### config.mk
export PLATFORM = sky130hd
export DESIGN_NAME = phy_regs
export DESIGN_NICKNAME = d
export VERILOG_FILES = /design/src/phy_regs.v /design/src/tx_phase_gen.v
export VERILOG_INCLUDE_DIRS = /design/src
export SDC_FILE = /design/constraint.sdc
export NUM_CORES = 1
export LEC_CHECK = 0
export CORE_UTILIZATION = 47
export CTS_CLUSTER_SIZE = 12
export DETAILED_ROUTE_END_ITERATION = 10
export DONT_BUFFER_PORTS = 1
export PLACE_DENSITY_LB_ADDON = 0.1
export SETUP_SLACK_MARGIN = 0.2
export SYNTH_ARGS = -nofsm -noshare
export SYNTH_HDL_FRONTEND = slang
export SYNTH_SLANG_ARGS = --single-unit
### constraint.sdc
create_clock -name hclk -period 1.9 [get_ports hclk]
set_input_delay 0.095 -clock hclk [delete_from_list [all_inputs] [get_ports hclk]]
set_output_delay 0.095 -clock hclk [all_outputs]
set_load 0.02 [all_outputs]
### src/phy_regs_defs.vh
`ifndef PHY_REGS_DEFS_VH
`define PHY_REGS_DEFS_VH

// Register indices; byte address is four times the index
`define IDX_TX_CLOCK_PHASE_SHIFT 12'h042
`define IDX_REGULATOR_CONTROL    12'h0d0
`define IDX_LINE_DIAG_CTRL_RES1  12'h155
`define ADDR_TX_CLOCK_PHASE_SHIFT 32'h0000_0108
`define ADDR_REGULATOR_CONTROL    32'h0000_0340
`define ADDR_LINE_DIAG_CTRL_RES1  32'h0000_0554

// Phase shift register fields
`define PHASE_VALUE_MSB  3
`define PHASE_VALUE_LSB  0
`define PHASE_ENABLE_BIT 4
`define PHASE_VALUE_RST  4'h0
`define PHASE_WRAP       4'ha

// Regulator control fields
`define REG_PD_BIT       15
`define REG_RSV_MSB      14
`define REG_RSV_LSB      4
`define REG_CTL_MSB      3
`define REG_CTL_LSB      0
`define REG_RSV_RST      11'h000
`define REG_CTL_RST      4'h0

// Line diagnostic fields
`define DIAG_START_BIT   15
`define DIAG_DONE_BIT    12
`define DIAG_RES_MSB     11
`define DIAG_RES_LSB     4
`define DIAG_CTRL_MSB    2
`define DIAG_CTRL_LSB    0
`define DIAG_CTRL_RST    3'h0
`define DIAG_RES_RST     8'h00

// Timing: one phase step and the system clock period, both in ps
`define PHASE_STEP_PS    4000
`define HCLK_PERIOD_PS   4000
`define STEP_CYCLES      ((`PHASE_STEP_PS + `HCLK_PERIOD_PS - 1) / `HCLK_PERIOD_PS)

// AHB transfer types
`define HTRANS_NONSEQ    2'b10
`define HTRANS_SEQ       2'b11

`endif

### src/phy_regs.v
// Behaviour
// (RULE1) Phase value counts 4 ns delay steps from reference to transmit clock.
// (RULE2) Written phase values above ten are stored and applied modulo ten.
// (RULE3) New value moves transmit clock by 4 ns times the value difference.
// (RULE4) Phase is applied only when the self-clearing enable bit 4 is written.
// (RULE5) Bits 3:0 read back the current phase value, resetting to zero.
// (RULE6) Reserved phase and diagnostic bits ignore writes and read zero.
// (RULE7) Transmit clock keeps a fixed default phase until reprogrammed.
// (RULE8) Writing one to bit 15 powers down the internal regulator.
// (RULE9) Regulator stays powered and drives its output while not powered down.
// (RULE10) Software writes zeros to regulator control bits 14:4.
// (RULE11) Software ignores read of bits 3:0, writes after a read.
// (RULE12) Regulator power-down is used only with an external supply.
// (RULE13) Diagnostic start self-clears on run; done and result are read-only.
//
// Our own choice: the AHB-Lite interface to the registers.
`timescale 1ns/10ps
`default_nettype none
`include "phy_regs_defs.vh"

module phy_regs #(
  parameter PHASE_STEPS = 10
) (
  // Clock and reset
  input  wire        hclk,
  input  wire        hresetn,
  // AHB-Lite slave
  input  wire        hsel,
  input  wire [31:0] haddr,
  input  wire [1:0]  htrans,
  input  wire        hwrite,
  input  wire [2:0]  hsize,
  input  wire        hready,
  input  wire [31:0] hwdata,
  output reg  [31:0] hrdata,
  output wire        hreadyout,
  output wire        hresp,
  // Reference clock pin and transmit clock
  input  wire        ref_clock_in,
  output wire        tx_clk_out,
  // Voltage regulator
  output reg         regulator_power_down,
  output wire        regulator_output_pin,
  // Line diagnostic engine
  output reg         line_diag_start,
  output reg  [2:0]  line_diag_mode,
  input  wire        line_diag_done_in,
  input  wire [7:0]  line_diag_result_in
);

  // Address phase capture
  reg        wr_pend;
  reg [31:0] wr_addr;
  wire       access;
  wire       wr_req;
  wire       rd_req;

  // Register state
  reg [3:0]  phase_value;
  reg        phase_enable;
  reg        phase_apply;
  reg [10:0] reg_reserved;
  reg [3:0]  reg_ctl;
  reg        reg_pd_bit;
  reg        diag_start_bit;
  reg        diag_done;
  reg [7:0]  line_diag_result1;
  reg        diag_done_meta;
  reg        diag_done_sync;
  reg        diag_done_prev;
  reg [7:0]  result_meta;
  reg [7:0]  result_sync;

  // Write decode helpers
  reg         wr_phase;
  reg         wr_reg;
  reg         wr_diag;
  wire [3:0]  wr_value;
  reg  [3:0]  next_phase;
  reg  [31:0] next_rdata;
  wire        diag_done_rise;

  // Write data fields
  wire        wr_phase_en;
  wire [10:0] wr_reg_rsv;
  wire [3:0]  wr_reg_ctl;
  wire        wr_pd_req;
  wire [2:0]  wr_diag_mode;
  wire        wr_start_req;

  // Read words, one per register
  reg  [31:0] phase_word;
  reg  [31:0] reg_word;
  reg  [31:0] diag_word;

  // Zero-wait slave, always OKAY
  assign hreadyout = 1'b1;
  assign hresp     = 1'b0;

  // Valid transfer in the address phase
  assign access = hsel && hready && (htrans == `HTRANS_NONSEQ || htrans == `HTRANS_SEQ);
  assign wr_req = access && hwrite;
  assign rd_req = access && !hwrite;

  // Latch the write address for its data phase
  always @(posedge hclk or negedge hresetn) begin
    if (!hresetn) begin
      wr_pend <= 1'b0;
      wr_addr <= 32'h0000_0000;
    end else if (hready) begin
      wr_pend <= wr_req;
      wr_addr <= wr_req ? haddr : 32'h0000_0000;
    end
  end

  // Data phase write strobes, one register per latched address
  always @* begin
    wr_phase = 1'b0;
    wr_reg   = 1'b0;
    wr_diag  = 1'b0;
    if (!wr_pend) begin
      wr_phase = 1'b0;
    end else if (wr_addr == `ADDR_TX_CLOCK_PHASE_SHIFT) begin
      wr_phase = 1'b1;
    end else if (wr_addr == `ADDR_REGULATOR_CONTROL) begin
      wr_reg = 1'b1;
    end else if (wr_addr == `ADDR_LINE_DIAG_CTRL_RES1) begin
      wr_diag = 1'b1;
    end
  end

  // Write data fields; the regulator reserved bits 14:4 are taken as written too
  assign wr_value     = hwdata[`PHASE_VALUE_MSB:`PHASE_VALUE_LSB];
  assign wr_phase_en  = hwdata[`PHASE_ENABLE_BIT];
  assign wr_reg_rsv   = hwdata[`REG_RSV_MSB:`REG_RSV_LSB];
  assign wr_reg_ctl   = hwdata[`REG_CTL_MSB:`REG_CTL_LSB];
  assign wr_pd_req    = hwdata[`REG_PD_BIT];
  assign wr_diag_mode = hwdata[`DIAG_CTRL_MSB:`DIAG_CTRL_LSB];
  assign wr_start_req = hwdata[`DIAG_START_BIT];

  // Fold values above ten back into range
  // A written ten stays ten, which the generator treats as zero steps
  always @* begin
    if (wr_value > `PHASE_WRAP) begin
      next_phase = wr_value - `PHASE_WRAP;    // [RULE2]
    end else begin
      next_phase = wr_value;
    end
  end

  // Phase shift register; enable self-clears after one cycle
  always @(posedge hclk or negedge hresetn) begin
    if (!hresetn) begin
      phase_value  <= `PHASE_VALUE_RST;      // [RULE5]
      phase_enable <= 1'b0;
      phase_apply  <= 1'b0;
    end else begin
      phase_apply <= 1'b0;
      if (phase_enable) begin
        phase_enable <= 1'b0;                // [RULE4]
      end
      if (wr_phase) begin
        phase_value <= next_phase;           // [RULE2]
        if (wr_phase_en) begin
          phase_enable <= 1'b1;
          phase_apply  <= 1'b1;              // [RULE4]
        end
      end
    end
  end

  // Regulator control value, stored and read back as written
  always @(posedge hclk or negedge hresetn) begin
    if (!hresetn) begin
      reg_reserved <= `REG_RSV_RST;
      reg_ctl      <= `REG_CTL_RST;
    end else if (wr_reg) begin
      reg_reserved <= wr_reg_rsv;
      reg_ctl      <= wr_reg_ctl;
    end
  end

  // Power-down request: the bit self-clears, the regulator stays off
  // until reset. Only boards with an external supply may use it; the
  // block cannot tell, so it simply obeys the write.
  always @(posedge hclk or negedge hresetn) begin
    if (!hresetn) begin
      reg_pd_bit           <= 1'b0;
      regulator_power_down <= 1'b0;          // [RULE9]
    end else begin
      reg_pd_bit <= wr_reg && wr_pd_req;
      if (wr_reg && wr_pd_req) begin
        regulator_power_down <= 1'b1;        // [RULE8] [RULE12]
      end
    end
  end

  // Regulator output live only while powered
  assign regulator_output_pin = !regulator_power_down;  // [RULE9]

  // Two-stage synchroniser and edge detector for the done level
  always @(posedge hclk or negedge hresetn) begin
    if (!hresetn) begin
      diag_done_meta <= 1'b0;
      diag_done_sync <= 1'b0;
      diag_done_prev <= 1'b0;
    end else begin
      diag_done_meta <= line_diag_done_in;
      diag_done_sync <= diag_done_meta;
      diag_done_prev <= diag_done_sync;
    end
  end

  // Result bus through two stages; it is only taken at the done edge
  always @(posedge hclk or negedge hresetn) begin
    if (!hresetn) begin
      result_meta <= `DIAG_RES_RST;
      result_sync <= `DIAG_RES_RST;
    end else begin
      result_meta <= line_diag_result_in;
      result_sync <= result_meta;
    end
  end

  assign diag_done_rise = diag_done_sync && !diag_done_prev;

  // Diagnostic control: mode, start bit and one-cycle start pulse
  always @(posedge hclk or negedge hresetn) begin
    if (!hresetn) begin
      diag_start_bit  <= 1'b0;
      line_diag_start <= 1'b0;
      line_diag_mode  <= `DIAG_CTRL_RST;
    end else begin
      diag_start_bit  <= wr_diag && wr_start_req;  // [RULE13]
      line_diag_start <= wr_diag && wr_start_req;
      if (wr_diag) begin
        line_diag_mode <= wr_diag_mode;
      end
    end
  end

  // Sticky done and captured result; a done edge beats a new start
  always @(posedge hclk or negedge hresetn) begin
    if (!hresetn) begin
      diag_done         <= 1'b0;
      line_diag_result1 <= `DIAG_RES_RST;
    end else if (diag_done_rise) begin
      diag_done         <= 1'b1;             // [RULE13]
      line_diag_result1 <= result_sync;
    end else if (wr_diag && wr_start_req) begin
      diag_done <= 1'b0;
    end
  end

  // Phase word: value and one-cycle enable, reserved bits zero
  always @* begin
    phase_word = 32'h0000_0000;
    phase_word[`PHASE_ENABLE_BIT] = phase_enable;
    phase_word[`PHASE_VALUE_MSB:`PHASE_VALUE_LSB] = phase_value;  // [RULE5] [RULE6]
  end

  // Regulator word: self-clearing power-down bit and stored fields
  always @* begin
    reg_word = 32'h0000_0000;
    reg_word[`REG_PD_BIT] = reg_pd_bit;
    reg_word[`REG_RSV_MSB:`REG_RSV_LSB] = reg_reserved;
    reg_word[`REG_CTL_MSB:`REG_CTL_LSB] = reg_ctl;
  end

  // Diagnostic word: start, done, result and mode, reserved bits zero
  always @* begin
    diag_word = 32'h0000_0000;
    diag_word[`DIAG_START_BIT] = diag_start_bit;
    diag_word[`DIAG_DONE_BIT] = diag_done;
    diag_word[`DIAG_RES_MSB:`DIAG_RES_LSB] = line_diag_result1;  // [RULE6]
    diag_word[`DIAG_CTRL_MSB:`DIAG_CTRL_LSB] = line_diag_mode;
  end

  // Read mux on the address phase; unmapped addresses read zero
  always @* begin
    next_rdata = 32'h0000_0000;
    if (haddr == `ADDR_TX_CLOCK_PHASE_SHIFT) begin
      next_rdata = phase_word;
    end else if (haddr == `ADDR_REGULATOR_CONTROL) begin
      next_rdata = reg_word;
    end else if (haddr == `ADDR_LINE_DIAG_CTRL_RES1) begin
      next_rdata = diag_word;
    end else begin
      next_rdata = 32'h0000_0000;
    end
  end

  // Read data registered for the data phase
  always @(posedge hclk or negedge hresetn) begin
    if (!hresetn) begin
      hrdata <= 32'h0000_0000;
    end else if (rd_req) begin
      hrdata <= next_rdata;
    end
  end

  // Transmit clock generator
  tx_phase_gen #(
    .STEPS (PHASE_STEPS)
  ) u_tx_phase_gen (
    .hclk         (hclk),
    .hresetn      (hresetn),
    .ref_clock_in (ref_clock_in),
    .apply        (phase_apply),
    .offset       (phase_value),
    .tx_clk_out   (tx_clk_out)
  );

endmodule
`default_nettype wire

### src/tx_phase_gen.v
`timescale 1ns/10ps
`default_nettype none
`include "phy_regs_defs.vh"

module tx_phase_gen #(
  parameter STEPS = 10
) (
  // Clock and reset
  input  wire       hclk,
  input  wire       hresetn,
  // Reference clock pin, asynchronous
  input  wire       ref_clock_in,
  // Phase control
  input  wire       apply,
  input  wire [3:0] offset,
  // Generated transmit clock
  output reg        tx_clk_out
);

  // Step constants, cut to the counter width on purpose
  localparam [31:0] LAST_W  = STEPS - 1;
  localparam [31:0] HALF_W  = STEPS / 2;
  localparam [31:0] NSTEP_W = STEPS;
  localparam [3:0]  LAST    = LAST_W[3:0];
  localparam [3:0]  HALF    = HALF_W[3:0];
  localparam [3:0]  NSTEP   = NSTEP_W[3:0];

  reg       ref_meta;
  reg       ref_sync;
  reg       ref_prev;
  reg [3:0] ref_cnt;
  reg [3:0] applied;
  reg [3:0] next_tap;

  // Two-stage synchroniser for the reference pin
  always @(posedge hclk or negedge hresetn) begin
    if (!hresetn) begin
      ref_meta <= 1'b0;
      ref_sync <= 1'b0;
      ref_prev <= 1'b0;
    end else begin
      ref_meta <= ref_clock_in;
      ref_sync <= ref_meta;
      ref_prev <= ref_sync;
    end
  end

  // Step counter, one 4 ns step per clock, aligned to reference rising edge
  always @(posedge hclk or negedge hresetn) begin
    if (!hresetn) begin
      ref_cnt <= 4'h0;
    end else if (ref_sync && !ref_prev) begin
      ref_cnt <= 4'h1;
    end else if (ref_cnt == LAST) begin
      ref_cnt <= 4'h0;
    end else begin
      ref_cnt <= ref_cnt + 4'h1;
    end
  end

  // Offset held until an explicit apply; default phase is zero steps
  always @(posedge hclk or negedge hresetn) begin
    if (!hresetn) begin
      applied <= 4'h0;                       // [RULE7]
    end else if (apply) begin
      applied <= offset;                     // [RULE4]
    end
  end

  // Delayed tap: reference step minus offset, modulo the step count
  always @* begin
    if (ref_cnt >= applied) begin
      next_tap = ref_cnt - applied;          // [RULE1]
    end else begin
      next_tap = ref_cnt + NSTEP - applied;  // [RULE1]
    end
  end

  // Transmit clock high for the first half of its period
  always @(posedge hclk or negedge hresetn) begin
    if (!hresetn) begin
      tx_clk_out <= 1'b0;
    end else begin
      tx_clk_out <= (next_tap < HALF);       // [RULE3]
    end
  end

endmodule
`default_nettype wire

==> results.yml, run 1 <==
timing:
  finalMaxSlewViolations: 0
  rsz0062_at_grt: "yes"
  max-slew-margin-rel: 0.225
  period_needed_ns: 1.91
  period_share: 1.00
  final_hold_viol_count: 115
  holdWs_ns: -0.725
  fin_ws_ns: -0.00940
  tightest_slew_ns: 1.16
  fin_tns_setup_ns: -0.0148
  fmax_ghz: 0.524
  skew_ns: 0.00718
  setup_viol: 2
cells_and_area:
  layout_common_cells: "dfrtp_1 (113), dlygate4sd3_1 (58), a22o_1 (36), inv_1 (20), buf_4 (19)"
  instances_no_fill: 613
  seqCellArea_um2: 2880
  diodes: 0
  multi_input_area_um2: 2100
  nets: 560
  area_growth_pct: 31.0
  drive_gt1_frac: 0.247
  fillers: 812
  final_common_cell: "dfrtp_1"
logic_synthesis:
  synth_cells: 382
  synthArstFlopShare: 1.00
  yosys.area.top_type: "dfrtp_1"
  syn_area_per_cell_um2: 13.1
  synth_cell_types: 54
  synthesis.area_um2: 5010
  synth-main-ff-cell: "dfrtp_1"
  synth_warnings: 0
  synth_edf_count: 0
  synth_top_area_frac: 0.575
  synth_seq_area_share: 0.575
  ys_seq_elements: 115
  synth_area_leaders: "dfrtp_1 (57%), a22o_1 (6.3%), mux2_2 (4.5%)"
cts:
  insertion_delay_ns: 0.51
  cts-root-buf: "clkbuf_8"
  cts_tree: "built"
  numCtsBuffers: 17
  htree_levels: 4
  clockBufferDepth: 2
  cts.clk_slew.worst_paths_ns: 0.06
  postCtsHoldBufs: 58
  clock_sinks: 115
critical_path:
  path_max_fanout: 16
  worstPathArrival_ns: 2.31
  cp-end-kind: "flip-flop"
  critPathRequiredTime_ns: 2.30
  crit_start: "wr_addr[16]$_DFFE_PN0P_"
  r2r_end: "reg_ctl[2]$_DFFE_PN0P_"
  crit_path_start_kind: "flip-flop"
  reg2regPathDepth: 5
  setup.worst_path.end: "reg_ctl[2]$_DFFE_PN0P_"
  rrSetupSlack_ns: -0.009
  critical_path_class: "flip-flop to flip-flop"
  r2r_start: "wr_addr[16]$_DFFE_PN0P_"
grt:
  track_usage: 0.207
  antenna_found_initial: 0
  grt_max_degree: 116
  grt_pass1_wl_mm: 17.3
  gr-total-overflow: 0
  first_global_vias: 3449
drt:
  via_per_inst: 5.39
  drc_errors: 0
  num_vias: 3304
  routed_wirelength_mm: 10.6
  wire_per_inst_um: 17.3
  antenna_left: 0
  first_pass_iters: 4
  dr.first_iter.drc_count: 121
run:
  cap_violations: 0
placed_design:
  dp_cells: 520
  dpl.hpwl_mm: 6.64
  gp_congestion: 0.764
  port_buffers: 0
pwr:
  irDropWorstVdd_mv: 0.599
  p_per_area_nw_per_um2: 1040
  leakagePower_nw: 2.95
die:
  die_area_um2: 11100
  fp-row-count: 37
  dieHeight_um: 105
  die_w_um: 105
  initial_utilization: 0.485
  io_pins: 125
  core_area_um2: 10300
outcome:
  outcome: "finished with violations"
  violations: "hold timing, setup timing"
min_path:
  min_path_type: "input pin to async pin"
==> cells by family (layout without fill, tap and decap cells) <==
logic type / after synthesis / in the layout / synth area share
other: 2 / 18 / 0.00150
multiplexers: 32 / 32 / 0.0780
adder cells (fa/ha/maj): 12 / 12 / 0.0330
XOR/XNOR: 3 / 3 / 0.00525
AND/OR/NAND/NOR: 77 / 77 / 0.120
flip-flops: 115 / 115 / 0.575
AO/OA/AOI/OAI: 89 / 89 / 0.131
buffers and inverters: 52 / 131 / 0.0562
==> metrics by stage <==
stage | power (mW) | utilization | instance area (µm²) | hold WS (ns) | setup slack [ns]
finish | 6.80 | 0.635 | 6560 | -0.725 | -0.00940
CTS | 6.84 | 0.629 | 6490 | -0.750 | -0.0185
global placement | 3.39 | 0.505 | 5210 | -0.198 | 0.00850
floorplan | 3.29 | - | 5100 | -0.201 | -0.0554
detailed placement | 3.43 | 0.505 | 5210 | -0.197 | -0.0136
global route | 7.09 | 0.635 | 6560 | -0.758 | -0.116
==> layout make-up <==
cell class | instances | area share
multi-input cells | 231 | 0.320
flip-flops and latches | 115 | 0.439
well taps | 136 | 0.0259
repair buffers | 78 | 0.113
clock inverters | 9 | 0.0155
inverters | 21 | 0.0120
clock buffers | 23 | 0.0742
==> power breakdown <==
group / leakage [nW] / switching (mW) / internal (mW) / total [mW]
Combinational: 1.16 / 0.477 / 0.544 / 1.02
Sequential: 1.50 / 0.111 / 2.58 / 2.69
Clock: 0.294 / 1.06 / 2.03 / 3.09
==> worst min-delay path by stage <==
stage	startpoint	endpoint	slack, ns	depth (start not counted)
after floorplan	hresetn	diag_done$_DFFE_PN0P_	-0.20	0
after global placement	hresetn	reg_reserved[3]$_DFFE_PN0P_	-0.20	0
after detailed placement	hresetn	reg_reserved[7]$_DFFE_PN0P_	-0.20	0
after CTS	hresetn	reg_reserved[7]$_DFFE_PN0P_	-0.75	0
after global routing	hresetn	reg_reserved[7]$_DFFE_PN0P_	-0.76	0
final	hresetn	line_diag_result1[7]$_DFFE_PN0P_	-0.73	0
==> critical path, stage by stage, from the launching register on <==
cell and delay, ns:
dfrtp_1 0.41, nor4_4 0.35, nand4_4 0.17, nor4_4 0.29
buf_12 0.22, mux2_2 0.35
==> sequential cells by signal (all words and copies together), names as in the netlist, 3 cells and up <==
| signal | count |
|---|---|
| result_meta | 8 |
| u_tx_phase_gen.applied | 4 |
| reg_reserved | 11 |
| line_diag_mode | 3 |
| result_sync | 8 |
| line_diag_result1 | 8 |
| hrdata | 16 |
| reg_ctl | 4 |
| u_tx_phase_gen.ref_cnt | 4 |
| phase_value | 4 |
| wr_addr | 32 |
==> synthesized netlist by cell type (all sizes together) (2+ instances only) <==
master    n
dfrtp   115
a22o     37
mux2     29
buf      21
inv      21
nand2    18
o21ai    17
nor4     15
a22oi    13
clkbuf   10
ha       10
a21oi     7
or3       7
nor2b     6
nor2      4
nor4b     4
o22ai     4
or4       4
mux2i     3
nand4     3
or4b      3
a21o      2
a31o      2
a31oi     2
and2      2
and3      2
conb      2
fa        2
nor3      2
o21bai    2
xnor2     2
==> timing repair <==
action,4_1_cts,5_1_grt
gates resized for setup,15,12
hold endpoints to repair,184,115
pin swaps,6,2
buffers inserted,2,1
endpoints found under the setup margin,26,27
==> routing by layer <==
metal | up-vias | global-route usage | wire (µm)
li1 | 1528 | - | -
met1 | 1672 | 0.278 | 4840
met2 | 94 | 0.322 | 5160
met3 | 10 | 0.0588 | 482
met4 | 0 | 0.0755 | 117
met5 | - | 0 | 0
(Power assumes the default switching activity.)
==> run 2: changes to the inputs <==
--- a/config.mk
+++ b/config.mk
@@ -6,7 +6,7 @@
 export SDC_FILE = /design/constraint.sdc
 export NUM_CORES = 1
 export LEC_CHECK = 0
-export CORE_UTILIZATION = 47
+export CORE_UTILIZATION = 57
 export CTS_CLUSTER_SIZE = 12
 export DETAILED_ROUTE_END_ITERATION = 10
 export DONT_BUFFER_PORTS = 1
==> constraint.sdc (replaced) <==
create_clock -name hclk -period 1.6 [get_ports hclk]
set_input_delay 0.08 -clock hclk [delete_from_list [all_inputs] [get_ports hclk]]
set_output_delay 0.08 -clock hclk [all_outputs]
set_load 0.02 [all_outputs]
==> run 2 against run 1 <==
Net effect:
- largest cell class unchanged
- final cell count is 1.6% higher
- largest power group unchanged
- first-iteration DRC count is 110% higher
- via count is 11% higher
- clock power is 13% higher
- register-to-register slack worse by 0.35 ns
- combinational power is 38% higher
- the flow still finishes with violations (hold timing, setup timing)
- non-clock buffer count is 41 higher
- setup slack worse by 0.35 ns
- sequential cell count stayed put
- routed wire length is 20% higher
- critical path depth is 1 higher
==> results.yml, run 2 (synthesis gave the netlist of run 1 again) <==
critical_path:
  r2r_start: "wr_addr[30]$_DFFE_PN0P_"
  rrSetupSlack_ns: -0.36
  r2r_end: "reg_reserved[8]$_DFFE_PN0P_"
  path_max_fanout: 8
  reg2regPathDepth: 6
  critPathRequiredTime_ns: 2.00
  crit_path_start_kind: "flip-flop"
  critical_path_class: "flip-flop to flip-flop"
  cp-end-kind: "flip-flop"
  worstPathArrival_ns: 2.36
cells_and_area:
  regMostFlops: "wr_addr"
  largest_reg_flops: 32
  drive_gt1_frac: 0.320
  fillers: 432
  layout_common_cells: "dfrtp_1 (115), dlygate4sd3_1 (58), buf_4 (55), a22o_1 (36), mux2_4 (20)"
  design_area_um2: 6910
  seqCellArea_um2: 2880
  nets: 601
  top_regs: "wr_addr (32), hrdata (16), reg_reserved (11)"
  instances_no_fill: 623
  area_growth_pct: 37.9
  diodes: 0
  final_common_cell: "dfrtp_1"
  multi_input_area_um2: 2170
timing:
  fin_tns_setup_ns: -8.27
  finalMaxSlewViolations: 0
  setup_viol: 28
  period_needed_ns: 1.96
  max-slew-margin-rel: 0.183
  period_share: 1.23
  skew_ns: 0.00700
  holdWs_ns: -0.746
  fin_ws_ns: -0.361
  rsz0062_at_grt: "yes"
  final_hold_viol_count: 115
  fmax_ghz: 0.510
  tightest_slew_ns: 1.22
cts:
  postCtsHoldBufs: 58
  cts_tree: "built"
  numCtsBuffers: 17
  cts-root-buf: "clkbuf_8"
  cts.clk_slew.worst_paths_ns: 0.06
  clock_sinks: 115
  clockBufferDepth: 2
  htree_levels: 4
  insertion_delay_ns: 0.52
placed_design:
  port_buffers: 0
  gp_congestion: 0.816
  dp_cells: 525
  dpl.hpwl_mm: 6.95
  placed_cell_area_um2: 5480
outcome:
  violations: "hold timing, setup timing"
  outcome: "finished with violations"
drt:
  dr.first_iter.drc_count: 250
  routed_wirelength_mm: 12.7
  wire_per_inst_um: 20.4
  num_vias: 3655
  via_per_inst: 5.87
  first_pass_iters: 4
  antenna_left: 0
  drc_errors: 0
grt:
  first_global_vias: 3744
  track_usage: 0.282
  grt_max_degree: 116
  gr-total-overflow: 0
  antenna_found_initial: 0
  grt_pass1_wl_mm: 18.6
die:
  die_w_um: 95.7
  initial_utilization: 0.600
  dieHeight_um: 95.7
  core_area_um2: 8340
  fp-row-count: 33
  io_pins: 125
  die_area_um2: 9160
pwr:
  finalPower_mw: 8.10
  leakagePower_nw: 3.16
  irDropWorstVdd_mv: 0.799
  p_per_area_nw_per_um2: 1170
min_path:
  min_path_type: "input pin to async pin"
run:
  cap_violations: 0
## run 2: changes by cell type in the layout (fill, tap and decap cells not counted), moves of 4 or more
cell / change
inv_6: +4
o21ai_1: +4
clkinvlp_4: +4
o21ai_0: -4
buf_4: +36
clkbuf_8: -4
clkinv_2: -4
mux2_2: -4
mux2_4: +4
## run 2: per-stage QoR
| step | worst slack (ns) | util |
|---|---|---|
| detailed placement | -0.313 | 0.658 |
| floorplan | -0.355 | - |
| global route | -0.423 | 0.828 |
| global placement | -0.255 | 0.658 |
| CTS | -0.279 | 0.810 |
| finish | -0.361 | 0.828 |
## run 2: cell type report
type,instances,area share
inverter,21,0.0114
clock inverter,13,0.0181
tap,105,0.0190
timing repair buffer,119,0.158
sequential,115,0.417
multi-input combinational,231,0.314
clock buffer,19,0.0625
## run 2: report_power, final
| part | total, mW | internal, mW | switching [mW] |
|---|---|---|---|
| logic | 1.41 | 0.773 | 0.641 |
| clock network | 3.50 | 2.12 | 1.39 |
| registers | 3.18 | 3.06 | 0.124 |
| total | 8.10 | 5.95 | 2.15 |
## run 2: timing repair
item | 4_1_cts | 5_1_grt
endpoints found under the hold margin | 184 | 115
setup buffers | 2 | 5
endpoints found under the setup margin | 28 | 29
cloned | 0 | 1
resized for setup | 19 | 20
pin swaps | 9 | 7
## run 2: critical path, stage by stage, from the launching register on
cell       delay, ns
dfrtp_1         0.44
nor4_4          0.37
nand4_4         0.20
nor4_4          0.17
buf_4           0.18
clkbuf_16       0.17
mux2_4          0.30
## run 2: per-layer routing
layer,routed length (µm),part of all wire,global-route usage,up-vias
met5,0,0,0,-
met4,287,0.023,0.114,0
met3,808,0.064,0.0893,26
met2,6550,0.52,0.457,157
met1,5050,0.40,0.351,1856
li1,-,-,-,1616
## run 2: how the worst max path moves through the flow
| stage | start | end | slack [ns] |
|---|---|---|---|
| floorplan | wr_addr[7]$_DFFE_PN0P_ | reg_reserved[10]$_DFFE_PN0P_ | -0.36 |
| global placement | wr_addr[1]$_DFFE_PN0P_ | reg_reserved[1]$_DFFE_PN0P_ | -0.26 |
| detailed placement | wr_addr[16]$_DFFE_PN0P_ | reg_ctl[2]$_DFFE_PN0P_ | -0.31 |
| CTS | wr_addr[31]$_DFFE_PN0P_ | reg_ctl[1]$_DFFE_PN0P_ | -0.28 |
| global route | wr_addr[30]$_DFFE_PN0P_ | phase_value[3]$_DFFE_PN0P_ | -0.42 |
| finish | wr_addr[30]$_DFFE_PN0P_ | reg_reserved[8]$_DFFE_PN0P_ | -0.36 |
==> run 3: changes to the inputs <==
--- a/config.mk
+++ b/config.mk
@@ -6,10 +6,12 @@
 export SDC_FILE = /design/constraint.sdc
 export NUM_CORES = 1
 export LEC_CHECK = 0
-export CORE_UTILIZATION = 57
+export ABC_AREA = 0
+export BUFFER_PORTS_ARGS = -buffer_cell sky130_fd_sc_hd__buf_2
+export CORE_UTILIZATION = 48
+export CTS_CLUSTER_DIAMETER = 150
 export CTS_CLUSTER_SIZE = 12
 export DETAILED_ROUTE_END_ITERATION = 10
-export DONT_BUFFER_PORTS = 1
 export PLACE_DENSITY_LB_ADDON = 0.1
 export SETUP_SLACK_MARGIN = 0.2
 export SYNTH_ARGS = -nofsm -noshare
==> run 3 against run 2 <==
Net effect:
- the flow finishes with violations (setup timing)
- die area up 18%
- register-to-register slack better by 0.03 ns
- clock-buffer cell count down 1
- sequential cell count is the same
- routed wire length fell by 5.7%
- global-route usage is 5.2 points lower
- final cell count rose by 20%
- combinational power is 9% higher
- highest routed layer unchanged
==> results.yml, run 3 (synthesis gave the netlist of run 1 again) <==
cells_and_area:
  final_common_cell: "dfrtp_1"
  largest_reg_flops: 32
  utilization: 0.747
  layout_common_cells: "dfrtp_1 (115), buf_2 (85), dlygate4sd3_1 (59), buf_4 (59), a22o_1 (36)"
  design_area_um2: 7440
  top_regs: "wr_addr (32), hrdata (16), reg_reserved (11)"
  regMostFlops: "wr_addr"
  nets: 697
  diodes: 0
  area_growth_pct: 48.6
  drive_gt1_frac: 0.420
timing:
  setup_viol: 27
  fmax_ghz: 0.518
  fin_ws_ns: -0.331
  period_share: 1.21
  period_needed_ns: 1.93
  rsz0062_at_grt: "yes"
  finalMaxSlewViolations: 0
  tightest_slew_ns: 1.15
  max-slew-margin-rel: 0.236
  final_hold_viol_count: 0
  fin_tns_setup_ns: -6.96
  skew_ns: 0.0125
critical_path:
  cp-end-kind: "flip-flop"
  crit_path_start_kind: "flip-flop"
  crit_path_top_delay_cell: "dfrtp_1"
  cpPeakStageDelay_ns: 0.42
  crit_chain: "nor4_4 -> nand3_2 -> nor4_4 -> buf_4 -> clkbuf_16 -> mux2_4"
  critical_path_class: "flip-flop to flip-flop"
  cpMostUsedCell: "nor4_4"
  critPathRequiredTime_ns: 1.99
  path_max_fanout: 8
  worstPathArrival_ns: 2.32
drt:
  dr.first_iter.drc_count: 171
  routed_wirelength_mm: 12.0
  num_vias: 3878
  wire_per_inst_um: 16.0
  antenna_left: 0
  first_pass_iters: 4
  via_per_inst: 5.19
  drc_errors: 0
die:
  die_w_um: 104
  initial_utilization: 0.503
  fp-row-count: 36
  die_area_um2: 10800
  io_pins: 125
  dieHeight_um: 104
  core_area_um2: 9950
placed_design:
  dpl.hpwl_mm: 7.41
  gp_congestion: 0.810
  port_buffers: 86
  preCtsSetupSlack_ns: -0.306
  placed_cell_area_um2: 6040
cts:
  cts_tree: "built"
  htree_levels: 4
  clockBufferDepth: 2
  insertion_delay_ns: 0.51
  numCtsBuffers: 17
  clock_sinks: 115
  cts-root-buf: "clkbuf_8"
  cts.clk_slew.worst_paths_ns: 0.06
grt:
  first_global_vias: 4023
  antenna_found_initial: 0
  gr-total-overflow: 0
  grt_max_degree: 65
  track_usage: 0.230
  grt_pass1_wl_mm: 19.5
pwr:
  finalPower_mw: 8.18
  irDropWorstVdd_mv: 0.695
  p_per_area_nw_per_um2: 1100
  leakagePower_nw: 3.58
outcome:
  outcome: "finished with violations"
  violations: "setup timing"
min_path:
  min_path_type: "input pin to async pin"
run:
  cap_violations: 0
[run 3: power by group]
| group | leakage, nW | switching [mW] | internal, mW |
|---|---|---|---|
| clock | 0.257 | 1.39 | 2.11 |
| combinational | 1.82 | 0.710 | 0.818 |
| sequential | 1.50 | 0.0903 | 3.06 |
| total | 3.58 | 2.19 | 5.98 |
[run 3: area by class of cell]
cell class | count | area (µm²)
multi-input combinational | 231 | 2110
inverter | 21 | 78.8
sequential | 115 | 2880
fill | 672 | 2520
clock buffer | 18 | 428
clock inverter | 14 | 129
tap | 133 | 166
timing repair buffer | 215 | 1650
[run 3: worst max-delay path: cells and delay by family, from the launching register on]
kind	cells	cell delay [ns]
flip-flops	1	0.42
multiplexers	1	0.30
AND/OR/NAND/NOR	3	0.73
buffers and inverters	2	0.36
[run 3: timing repair]
action / in CTS / in global routing
cloned: 0 / 1
endpoints found under the hold margin: 182 / 0
resized for setup: 14 / 19
setup endpoints to repair: 28 / 28
hold buffers: 59 / 0
pin swaps: 5 / 6
buffers inserted: 5 / 4
[run 3: final timing paths]
check,slack (ns),cells after the start,startpoint,endpoint
setup / recovery,-0.33,6,wr_addr[18]$_DFFE_PN0P_,reg_reserved[9]$_DFFE_PN0P_
hold / removal,0.12,3,hresetn,reg_reserved[5]$_DFFE_PN0P_
setup reg to reg,-0.33,6,wr_addr[18]$_DFFE_PN0P_,reg_reserved[9]$_DFFE_PN0P_
hold reg to reg,0.35,0,u_tx_phase_gen.ref_meta$_DFF_PN0_,u_tx_phase_gen.ref_sync$_DFF_PN0_
max in group asynchronous,1.17,3,hresetn,wr_addr[31]$_DFFE_PN0P_
min in group hclk,0.18,5,haddr[16],hrdata[11]$_DFFE_PN0P_
[run 3: metal layers]
metal | vias to the layer above | GRT usage | wire length [µm]
met1 | 1948 | 0.288 | 5350
met3 | 17 | 0.0551 | 421
li1 | 1817 | - | -
met4 | 0 | 0.0867 | 207
met2 | 96 | 0.386 | 5990
met5 | - | 0 | 0
[run 3: metrics by stage]
stage | std cells | hold slack [ns]
after CTS | 742 | 0.114
after detailed placement | 646 | 0.108
after global routing | 747 | 0.139
final | 747 | 0.120
after floorplan | 398 | -0.216
after global placement | 646 | 0.104
